==> config.mk <==
export PLATFORM = sky130hd
export DESIGN_NAME = dccr_regs
export DESIGN_NICKNAME = d
export VERILOG_FILES = /design/src/dccr_pkg.sv /design/src/dccr_regs.sv
export SDC_FILE = /design/constraint.sdc
export NUM_CORES = 1
export LEC_CHECK = 0
export ABC_AREA = 1
export BUFFER_PORTS_ARGS = -buffer_cell sky130_fd_sc_hd__buf_2
export CORE_MARGIN = 4
export CORE_UTILIZATION = 51
export DETAILED_ROUTE_END_ITERATION = 16
export GPL_TIMING_DRIVEN = 0
export PLACE_DENSITY = 0.7
export REMOVE_ABC_BUFFERS = 1
export SETUP_SLACK_MARGIN = 0.1
export SYNTH_ARGS = -nofsm -noshare
export SYNTH_HDL_FRONTEND = slang
export SYNTH_SLANG_ARGS = --single-unit
==> constraint.sdc <==
create_clock -name ref_clk -period 6.83 [get_ports ref_clk]
set_input_delay 0.683 -clock ref_clk [delete_from_list [all_inputs] [get_ports ref_clk]]
set_output_delay 0.683 -clock ref_clk [all_outputs]
set_load 0.01 [all_outputs]
==> src/dccr_pkg.sv <==
// constants for the clock conditioning register bank
package dccr_pkg;

    // serial port framing
    localparam int ADDR_W = 15;
    localparam int INSTR_LAST = 15;
    localparam int DATA_LAST = 7;
    localparam int RW_BIT = 15;

    // register addresses
    localparam logic [14:0] DUTY_ADDR = 15'h0082;
    localparam logic [14:0] CROSS_ADDR = 15'h0083;
    localparam logic [14:0] SYNTHREF_ADDR = 15'h0084;
    localparam logic [14:0] FRAMECTL_ADDR = 15'h0088;
    localparam logic [14:0] HYSLOW_ADDR = 15'h0089;
    localparam logic [14:0] DLLPWR_ADDR = 15'h0090;
    localparam logic [14:0] DLLCTRL_ADDR = 15'h0091;

    // writable bits; everything else is reserved and reads zero
    localparam logic [7:0] DUTY_MASK = 8'hFF;
    localparam logic [7:0] CROSS_MASK = 8'h8F;
    localparam logic [7:0] SYNTHREF_MASK = 8'h31;
    localparam logic [7:0] FRAMECTL_MASK = 8'h0F;
    localparam logic [7:0] HYSLOW_MASK = 8'hFF;
    localparam logic [7:0] DLLPWR_MASK = 8'h1F;
    localparam logic [7:0] DLLCTRL_MASK = 8'hFF;

    // reset values
    localparam logic [7:0] DUTY_RST = 8'h80;
    localparam logic [7:0] CROSS_RST = 8'h80;
    localparam logic [7:0] SYNTHREF_RST = 8'h00;
    localparam logic [7:0] FRAMECTL_RST = 8'h00;
    localparam logic [7:0] HYSLOW_RST = 8'h00;
    localparam logic [7:0] DLLPWR_RST = 8'h1F;
    localparam logic [7:0] DLLCTRL_RST = 8'hF0;

    // field positions
    localparam int DUTY_EN_BIT = 7;
    localparam int DUTY_OFFSET_EN_BIT = 6;
    localparam int DUTY_BOOST_BIT = 5;
    localparam int DUTY_SIGN_BIT = 4;
    localparam int DUTY_MAG_HI = 3;
    localparam int CROSS_EN_BIT = 7;
    localparam int CROSS_ADJ_HI = 3;
    localparam int REF_RATE_HI = 5;
    localparam int REF_RATE_LO = 4;
    localparam int REF_PD_BIT = 0;
    localparam int HYS_EN_BIT = 3;
    localparam int EDGE_SEL_BIT = 2;
    localparam int HYS_HI_MSB = 1;
    localparam int FINE_DC_BIT = 4;
    localparam int FINE_XC_BIT = 3;
    localparam int COARSE_DC_BIT = 2;
    localparam int COARSE_XC_BIT = 1;
    localparam int DELAY_LOOP_POWER_CONTROL_BIT = 0;
    localparam int DLL_ENABLE_BIT = 0;

    // reference rate codes
    localparam logic [1:0] RATE_SINGLE = 2'h0;
    localparam logic [1:0] RATE_DOUBLE = 2'h1;
    localparam logic [1:0] RATE_QUAD = 2'h2;
    localparam logic [1:0] RATE_OFF = 2'h3;

    // serial port phase
    typedef enum logic {PHASE_INSTR, PHASE_DATA} dccr_phase_t;

endpackage : dccr_pkg

==> src/dccr_regs.sv <==
// clock conditioning register bank behind the configuration serial port
`timescale 1ns/1ps
`default_nettype none
// Overview of operation
// - duty offset bits 4:0 sign-magnitude, sign on top, magnitude 0 to 15
// - duty register bit 7 enables duty cycle control, resets to one
// - duty register bit 6 gates the offset, resets to zero
// - duty register bit 5 selects boosted range, resets to zero
// - crossing register: enable bit 7 resets one, adjust bits 3:0 reset zero
// - rate bits 5:4 pick 1x, 2x, 4x or reference off; resets to 00
// - reference register bit 0 powers down synth reference, resets zero
// - frame control bit 3 enables receiver hysteresis, resets zero
// - frame control bit 2 selects rising edge capture, resets zero
// - ten-bit hysteresis: top two bits in control, low byte next register
// - delay-loop power bit 0 powers down loop and clock generator, resets one
// - power register bits 4 and 3 enable fine line corrections, reset one
// - power register bits 2 and 1 enable coarse line corrections, reset one
// - loop controller enable picks static settings or feedback, resets zero
module dccr_regs
    import dccr_pkg::*;
(
    // clock and reset
    input wire logic ref_clk,
    input wire logic reset_n,
    // configuration serial port
    input wire logic spiSelect_n,
    input wire logic spiClock,
    input wire logic spiDataIn,
    output logic spiDataOut,
    output logic spiDataOutEnable,
    // duty cycle controls
    output logic dutyControlEnable,
    output logic dutyOffsetEnable,
    output logic dutyBoostEnable,
    output logic [4:0] duty_offset_value,
    output logic [4:0] appliedDutyOffset,
    // crossing point controls
    output logic crossing_adjust_enable,
    output logic [3:0] crossing_point_value,
    // synthesizer reference controls
    output logic [1:0] synthReferenceRate,
    output logic synth_reference_powerdown,
    output logic synthReferenceActive,
    output logic [2:0] synthReferenceMultiplier,
    // frame reference receiver controls
    output logic frame_ref_hysteresis_enable,
    output logic frame_ref_edge_select,
    output logic [9:0] frame_ref_hysteresis_amount,
    // delay-locked loop controls
    output logic delay_loop_powerdown,
    output logic fine_line_duty_correct_enable,
    output logic fine_line_crossing_enable,
    output logic coarse_line_duty_correct_enable,
    output logic coarse_line_crossing_enable,
    output logic [7:0] delayLoopControl,
    output logic delayLoopFeedbackEnable
);

    ////////////////////////////////////////////////////////////////////////////
    // reset release

    logic rstMeta;
    logic rstSyncN;

    // asynchronous assertion, release through two flops
    always_ff @(posedge ref_clk or negedge reset_n)
    begin
        if (!reset_n)
        begin
            rstMeta <= 1'b0;
            rstSyncN <= 1'b0;
        end
        else
        begin
            rstMeta <= 1'b1;
            rstSyncN <= rstMeta;
        end
    end

    ////////////////////////////////////////////////////////////////////////////
    // register storage

    logic [7:0] dutyReg;
    logic [7:0] crossReg;
    logic [7:0] synthRefReg;
    logic [7:0] frameCtlReg;
    logic [7:0] hysLowReg;
    logic [7:0] dllPwrReg;
    logic [7:0] dllCtrlReg;

    // read mux; reserved bits masked so they always return zero
    function automatic logic [7:0] readValue(input logic [14:0] a);
        logic [7:0] v;
        v = 8'h00;
        unique case (a)
            DUTY_ADDR: v = dutyReg & DUTY_MASK;
            CROSS_ADDR: v = crossReg & CROSS_MASK;
            SYNTHREF_ADDR: v = synthRefReg & SYNTHREF_MASK;
            FRAMECTL_ADDR: v = frameCtlReg & FRAMECTL_MASK;
            HYSLOW_ADDR: v = hysLowReg & HYSLOW_MASK;
            DLLPWR_ADDR: v = dllPwrReg & DLLPWR_MASK;
            DLLCTRL_ADDR: v = dllCtrlReg & DLLCTRL_MASK;
            default: v = 8'h00;
        endcase
        return v;
    endfunction : readValue

    ////////////////////////////////////////////////////////////////////////////
    // serial port: 16-bit instruction (read flag, 15-bit address), then bytes

    dccr_phase_t phase;
    logic sclkPrev;
    logic [3:0] bitCount;
    logic [15:0] shiftIn;
    logic readCycle;
    logic [14:0] accessAddr;
    logic [7:0] txShift;
    logic wrStb;
    logic [14:0] wrAddr;
    logic [7:0] wrData;

    // edges of the serial clock; pins are synchronous so no synchroniser
    wire sclkRise = spiClock & ~sclkPrev & ~spiSelect_n;
    wire sclkFall = ~spiClock & sclkPrev & ~spiSelect_n;
    wire [15:0] nextShift = {shiftIn[14:0], spiDataIn};
    wire [14:0] next_addr = accessAddr + 15'h0001;
    wire instrDone = sclkRise && (phase == PHASE_INSTR) && (bitCount == 4'(INSTR_LAST));
    wire byteDone = sclkRise && (phase == PHASE_DATA) && (bitCount == 4'(DATA_LAST));

    // bit counting, address capture, auto-increment after each byte
    always_ff @(posedge ref_clk or negedge rstSyncN)
    begin
        if (!rstSyncN)
        begin
            phase <= PHASE_INSTR;
            sclkPrev <= 1'b0;
            bitCount <= 4'h0;
            shiftIn <= 16'h0000;
            readCycle <= 1'b0;
            accessAddr <= 15'h0000;
        end
        else
        begin
            sclkPrev <= spiClock;
            if (spiSelect_n)
            begin
                phase <= PHASE_INSTR;
                bitCount <= 4'h0;
            end
            else if (sclkRise)
            begin
                shiftIn <= nextShift;
                bitCount <= (instrDone || byteDone) ? 4'h0 : bitCount + 4'h1;
                if (instrDone)
                begin
                    phase <= PHASE_DATA;
                    readCycle <= nextShift[RW_BIT];
                    accessAddr <= nextShift[14:0];
                end
                else if (byteDone)
                    accessAddr <= next_addr;
            end
        end
    end

    // read data shifts out on falling edges, only while selected
    always_ff @(posedge ref_clk or negedge rstSyncN)
    begin
        if (!rstSyncN)
        begin
            txShift <= 8'h00;
            spiDataOut <= 1'b0;
            spiDataOutEnable <= 1'b0;
        end
        else if (spiSelect_n)
            spiDataOutEnable <= 1'b0;
        else if (instrDone)
            txShift <= readValue(nextShift[14:0]);
        else if (byteDone)
            txShift <= readValue(next_addr);
        else if (sclkFall && phase == PHASE_DATA && readCycle)
        begin
            spiDataOut <= txShift[7];
            txShift <= {txShift[6:0], 1'b0};
            spiDataOutEnable <= 1'b1;
        end
    end

    // one-cycle write strobe once the eighth data bit is in
    always_ff @(posedge ref_clk or negedge rstSyncN)
    begin
        if (!rstSyncN)
        begin
            wrStb <= 1'b0;
            wrAddr <= 15'h0000;
            wrData <= 8'h00;
        end
        else
        begin
            wrStb <= byteDone && !readCycle;
            wrAddr <= accessAddr;
            wrData <= nextShift[7:0];
        end
    end

    ////////////////////////////////////////////////////////////////////////////
    // register writes; masks drop writes to reserved bits

    always_ff @(posedge ref_clk or negedge rstSyncN)
    begin
        if (!rstSyncN)
        begin
            dutyReg <= DUTY_RST;
            crossReg <= CROSS_RST;
            synthRefReg <= SYNTHREF_RST;
            frameCtlReg <= FRAMECTL_RST;
            hysLowReg <= HYSLOW_RST;
            dllPwrReg <= DLLPWR_RST;
            dllCtrlReg <= DLLCTRL_RST;
        end
        else if (wrStb)
        begin
            if (wrAddr == DUTY_ADDR) dutyReg <= wrData & DUTY_MASK;
            if (wrAddr == CROSS_ADDR) crossReg <= wrData & CROSS_MASK;
            if (wrAddr == SYNTHREF_ADDR) synthRefReg <= wrData & SYNTHREF_MASK;
            if (wrAddr == FRAMECTL_ADDR) frameCtlReg <= wrData & FRAMECTL_MASK;
            if (wrAddr == HYSLOW_ADDR) hysLowReg <= wrData & HYSLOW_MASK;
            if (wrAddr == DLLPWR_ADDR) dllPwrReg <= wrData & DLLPWR_MASK;
            if (wrAddr == DLLCTRL_ADDR) dllCtrlReg <= wrData & DLLCTRL_MASK;
        end
    end

    ////////////////////////////////////////////////////////////////////////////
    // field outputs, each a direct tap of a register flop

    assign dutyControlEnable = dutyReg[DUTY_EN_BIT];
    assign dutyOffsetEnable = dutyReg[DUTY_OFFSET_EN_BIT];
    assign dutyBoostEnable = dutyReg[DUTY_BOOST_BIT];
    assign duty_offset_value = dutyReg[DUTY_SIGN_BIT:0];
    assign crossing_adjust_enable = crossReg[CROSS_EN_BIT];
    assign crossing_point_value = crossReg[CROSS_ADJ_HI:0];
    assign synthReferenceRate = synthRefReg[REF_RATE_HI:REF_RATE_LO];
    assign synth_reference_powerdown = synthRefReg[REF_PD_BIT];
    assign frame_ref_hysteresis_enable = frameCtlReg[HYS_EN_BIT];
    assign frame_ref_edge_select = frameCtlReg[EDGE_SEL_BIT];
    assign frame_ref_hysteresis_amount = {frameCtlReg[HYS_HI_MSB:0], hysLowReg};
    assign delay_loop_powerdown = dllPwrReg[DELAY_LOOP_POWER_CONTROL_BIT];
    assign fine_line_duty_correct_enable = dllPwrReg[FINE_DC_BIT];
    assign fine_line_crossing_enable = dllPwrReg[FINE_XC_BIT];
    assign coarse_line_duty_correct_enable = dllPwrReg[COARSE_DC_BIT];
    assign coarse_line_crossing_enable = dllPwrReg[COARSE_XC_BIT];
    assign delayLoopControl = dllCtrlReg;
    assign delayLoopFeedbackEnable = dllCtrlReg[DLL_ENABLE_BIT];

    ////////////////////////////////////////////////////////////////////////////
    // derived controls, registered so outputs stay glitch free (one cycle lag)

    // offset is zero unless both duty control and the offset gate are on
    wire offsetLive = dutyReg[DUTY_EN_BIT] & dutyReg[DUTY_OFFSET_EN_BIT];
    wire [4:0] next_applied = offsetLive ? dutyReg[DUTY_SIGN_BIT:0] : 5'h00;
    // reference runs only when not powered down and rate code is not off
    wire next_refActive = !synthRefReg[REF_PD_BIT] && (synthReferenceRate != RATE_OFF);
    wire [2:0] next_mult = (synthReferenceRate == RATE_SINGLE) ? 3'h1 :
                           (synthReferenceRate == RATE_DOUBLE) ? 3'h2 :
                           (synthReferenceRate == RATE_QUAD) ? 3'h4 : 3'h0;

    always_ff @(posedge ref_clk or negedge rstSyncN)
    begin
        if (!rstSyncN)
        begin
            appliedDutyOffset <= 5'h00;
            synthReferenceActive <= 1'b0;
            synthReferenceMultiplier <= 3'h0;
        end
        else
        begin
            appliedDutyOffset <= next_applied;
            synthReferenceActive <= next_refActive;
            synthReferenceMultiplier <= next_mult;
        end
    end
endmodule : dccr_regs
`default_nettype wire

; ---- Yosys cells after proc, flatten, opt, wreduce, memory -nomap -nowiden
; Cells that the tools add are included.
[op_classes]
n_addsub = 2
multipliers = 0
div = 0
magnitude_cmp = 0
eq_ne = 28
shift = 0
mux = 21
bitwise = 11
n_reduce_logical = 31
[op_table]
columns = op, n
row1 = 15-bit by 8-bit == test with 1-bit output (second input constant), 21
row2 = 8-bit case mux with 7 select lines, 2
row3 = 15-bit 2-to-1 mux, 2
row4 = 8-bit 2-to-1 mux, 3
row5 = 2-bit AND reduction, 10
row6 = 15-bit by 1-bit adder with 15-bit output (second input constant), 1
row7 = 4-bit 2-to-1 mux, 3
row8 = 3-bit 2-to-1 mux, 3
row9 = 3-bit AND reduction, 3
row10 = 1-bit logical AND, 8
row11 = 2-bit nonzero test, 4
row12 = 1-bit 2-to-1 mux, 7
row13 = 2-bit != test (second input constant), 3
row14 = 1-bit NOT, 6
row15 = 1-bit bitwise AND, 5
row16 = 5-bit 2-to-1 mux, 1
row17 = 4-bit by 1-bit adder with 4-bit output (second input constant), 1
row18 = 4-bit by 3-bit == test with 1-bit output (second input constant), 1
row19 = 4-bit == test (second input constant), 1
row20 = 4-bit AND reduction, 1
row21 = 3-bit nonzero test, 1
row22 = 2-bit by 1-bit == test with 1-bit output (second input constant), 1
row23 = 2-bit == test (second input constant), 1
row24 = 1-bit logical NOT, 2
row25 = 2 further kinds, 2
[totals]
regBits = 123
latchBits = 0
ramBits = 0
romBits = 0
output_inout_bits = 53
elab_cells = 117
n_memories = 0

; ---- Logic depth before layout (Yosys ltp)
[depth]
word_depth = 9
depth_mapped = 17
mapped_depth_nobuf = 16

; ---- Worst setup path after synthesis
; OpenSTA, ideal clock, no wires.
[synth_timing]
path_kind = input -> register
from = input spiSelect_n
to = register txShift[3]
arrival_time_ps = 2153
slack_ps = 4558
path_stages = 10
cell_sequence = nor3_2 -> inv_1 -> nor4_1 -> inv_1 -> nand2_1 -> inv_2 -> clkbuf_1 -> o21ai_0 -> o21a_1 -> a21oi_2
[synth_between]
elab_chain_len = 6
elab_cells_between_ends = 13
cone_classes = mux: 2 / bitwise: 3 / reduce/logical: 8
[synth_rtl]
columns = element, line_no
row1 = from (decl), dccr_regs.sv:26  ; input wire logic spiSelect_n,
row2 = 1-bit NOT (no line) (*), -
row3 = "1-bit bitwise AND, on equally long branches", "dccr_regs.sv:123, dccr_regs.sv:124"
row4 = "1-bit logical AND, on equally long branches (2 in series)", "dccr_regs.sv:127, dccr_regs.sv:128, dccr_regs.sv:181"
row5 = 3-bit nonzero test (no line) or 8-bit 2-to-1 mux (tied branches), -
row6 = 2-bit AND reduction (no line) or 8-bit 2-to-1 mux (tied branches), -
row7 = to (signal assigned), dccr_regs.sv:178  ; txShift <= readValue(nextShift[14:0]);
row8 = to (signal assigned), dccr_regs.sv:180  ; txShift <= readValue(next_addr);
row9 = to (signal assigned), dccr_regs.sv:184  ; txShift <= {txShift[6:0], 1'b0};
row10 = to (decl), dccr_regs.sv:117  ; logic [7:0] txShift;
; Every way passes the cells marked *; elsewhere a longest branch is shown, timed or not.
; A chain may end at the register's enable or synchronous reset.

; ---- Worst setup path in the final report
[layout_timing]
from = input spiSelect_n
to = register txShift[6]
; The elaborated chain is that of the path after synthesis.

==> flow_summary.yaml <==
timing:
  slew_headroom: 0.147
  fmax_mhz: 269
  rsz0062_at_grt: "false"
  fin_skew_ns: 0.00718
  whs_ns: 0.0429
  finalCritPeriodShare: 0.543
  maxSlewViolCount: 0
  fin_crit_ns: 3.71
  worstMarginPinSlew_ns: 1.27
  setup_tns_ns: 0
  setup_violations: 0
  final_hold_viol_count: 0
clock_tree:
  cts_htree_levels: 4
  cts.sinks: 123
  root_buffer: "clkbuf_16"
  cts_tree: "built"
  clk_transition_reported_paths_ns: 0.05
  post-cts-setup-buffer-count: 0
  clock_path_buffers: 2
  ctsHoldBuffers: 0
  cts_inserted_buffers: 17
  worstSkewPairLatency_ns: 0.42
  cts.repair.resized: 0
grt:
  grt_max_degree: 75
  grt_pass1_wl_mm: 28.3
  grt_pass1_vias: 5474
  overflow: 0
  antenna_found_initial: 0
  grtUsageTotal: 0.254
critical_path:
  worstPathRequired_ns: 7.13
  crit_path_max_fanout: 32
  start_kind: "input port"
  worst-setup-path-type: "input port to flip-flop"
  crit_arrival_ns: 4.01
  r2r_cells: 10
  crit_path_end_kind: "flip-flop"
routing:
  drc: 0
  wl_per_cell_um: 17.0
  num_vias: 5737
  vias_per_cell: 5.65
  ant_nets: 0
  drt_pass1_iterations: 5
  drt_first_iter_violations: 581
  wirelength_mm: 17.3
synth:
  synth_area_sq_um: 6320
  async_flop_share: 1.00
  syn_avg_cell_area_sq_um: 8.11
  yosys_most_used_dff: "dfrtp_1"
  yosysTopAreaCell: "dfrtp_1"
  synth_edf_count: 0
  ys_types: 44
  ys_seq_area_frac: 0.489
  synthTopCellsByArea: "dfrtp_1, nand2_1, nand3_1, o21ai_0, inv_1"
  synth_cells: 780
  netlist.area_leader.share: 0.443
  synth_seq_cells: 123
  yosys_warnings: 0
placed_design:
  portBuffers: 57
  gp_congestion: 0.979
  dp_hpwl_mm: 12.5
run:
  maxCapViolCount: 0
power:
  leakage_nw: 3.47
  power_density_nw_per_um2: 250
  peakVddDrop_mv: 0.148
floorplanning:
  start_util: 0.524
  io_pins: 58
  row_count: 40
  core_sq_um: 12100
  die_h_um: 119
  fp.dieW_um: 119
  die_area_sq_um: 14200
final_layout:
  fillers: 1069
  diodes: 0
  syn_to_final_growth_pct: 16.2
  drive_gt1_frac: 0.167
  nNetsFinal: 845
status:
  status: "finished, final reports clean"
hold_path:
  hold_path_class: "input port to asynchronous set/reset pin"
## worst paths after layout
| path | startpoint | slack (ns) | end |
|---|---|---|---|
| min | reset_n | 0.04 | rstSyncN$_DFF_PN0_ |
| min reg2reg | rstMeta$_DFF_PN0_ | 0.35 | rstSyncN$_DFF_PN0_ |
| min in group ref_clk | rstMeta$_DFF_PN0_ | 0.35 | rstSyncN$_DFF_PN0_ |
| max | spiSelect_n | 3.12 | txShift[6]$_DFFE_PN0P_ |
| max in group asynchronous | rstSyncN$_DFF_PN0_ | 5.54 | delayLoopControl[4]$_DFFE_PN1P_ |
| max reg2reg | sclkPrev$_DFF_PN0_ | 3.13 | txShift[6]$_DFFE_PN0P_ |
## layout make-up
type	instances	area [sq um]	area share
Tap cell	168	210	0.0286
Clock buffer	24	482	0.0656
Sequential cell	123	3100	0.421
Inverter	84	315	0.0429
Multi-Input combinational cell	551	2820	0.383
Timing Repair Buffer	58	313	0.0426
Clock inverter	8	118	0.0160
## registers in the layout, indices dropped and copies added (netlist names), 3 cells and up
signal and cells:
accessAddr 15, shiftIn 15, wrAddr 15, delayLoopControl 8, dutyReg 8, hysLowReg 8
txShift 8, wrData 8, appliedDutyOffset 5, crossReg 5, dllPwrReg 5, bitCount 4
frameCtlReg 4, synthRefReg 3, synthReferenceMultiplier 3
## where the power goes
part / switching (mW) / internal (mW)
Clock: 0.308 / 0.600
Sequential: 0.0445 / 0.767
Combinational: 0.0870 / 0.0295
## critical path, cell delays in order
cell and delay [ns]:
buf_2 0.14, nor3_4 0.80, inv_1 0.32, nor4_4 0.65, inv_1 0.35, nand2_1 0.45, inv_2 0.23, o21ai_0 0.13
o21ai_0 0.12, inv_1 0.08, a21oi_2 0.05
## routing by layer
layer / GRT usage / vias up / wire length [um]
met4: 0.127 / 0 / 677
li1: - / 2733 / -
met2: 0.397 / 242 / 8020
met3: 0.0636 / 51 / 1210
met5: 0 / - / 0
met1: 0.329 / 2711 / 7350
## logic make-up (layout without fill, tap and decap cells)
logic type / Yosys count / in the layout / synth area share
other cells: 1 / 1 / 0.000593
xor+xnor: 1 / 1 / 0.00139
flops: 123 / 123 / 0.489
compound gates: 134 / 134 / 0.115
simple gates: 409 / 409 / 0.315
mux: 1 / 1 / 0.00158
buf+inv: 106 / 174 / 0.0677
fa+ha+maj: 5 / 5 / 0.00989
## cell usage in the layout (no fill, tap or decap), drive strengths merged, types with 16 or more instances in the layout
master / synthesis / routed
inv: 84 / 84
nand3: 108 / 108
clkbuf: 13 / 24
nand2: 171 / 171
nor2: 75 / 75
buf: 9 / 58
nand4: 23 / 23
nor3: 16 / 16
a21oi: 19 / 19
o21ai: 98 / 98
dfrtp: 112 / 112
## Yosys cell counts (10+ instances only)
| master | instances |
|---|---|
| inv_1 | 82 |
| o21ai_0 | 87 |
| o21ai_1 | 10 |
| nand2_2 | 12 |
| nor2_1 | 68 |
| nand3_1 | 106 |
| clkbuf_1 | 13 |
| dfrtp_1 | 112 |
| a21oi_1 | 13 |
| nand4_1 | 23 |
| nand2_1 | 158 |
| dfstp_2 | 11 |
## metrics by stage
stage | power (mW) | cell area, sq um | cells | worst slack (ns) | util
floorplan | 0.892 | 6210 | 758 | 3.17 | -
global placement | 0.929 | 6710 | 983 | 2.01 | 0.556
detailed placement | 0.939 | 6740 | 984 | 2.74 | 0.559
CTS | 1.85 | 7340 | 1016 | 3.13 | 0.609
global route | 1.91 | 7350 | 1016 | 2.79 | 0.609
finish | 1.84 | 7350 | 1016 | 3.12 | 0.609
No activity file was read; power rests on OpenSTA's default activity.
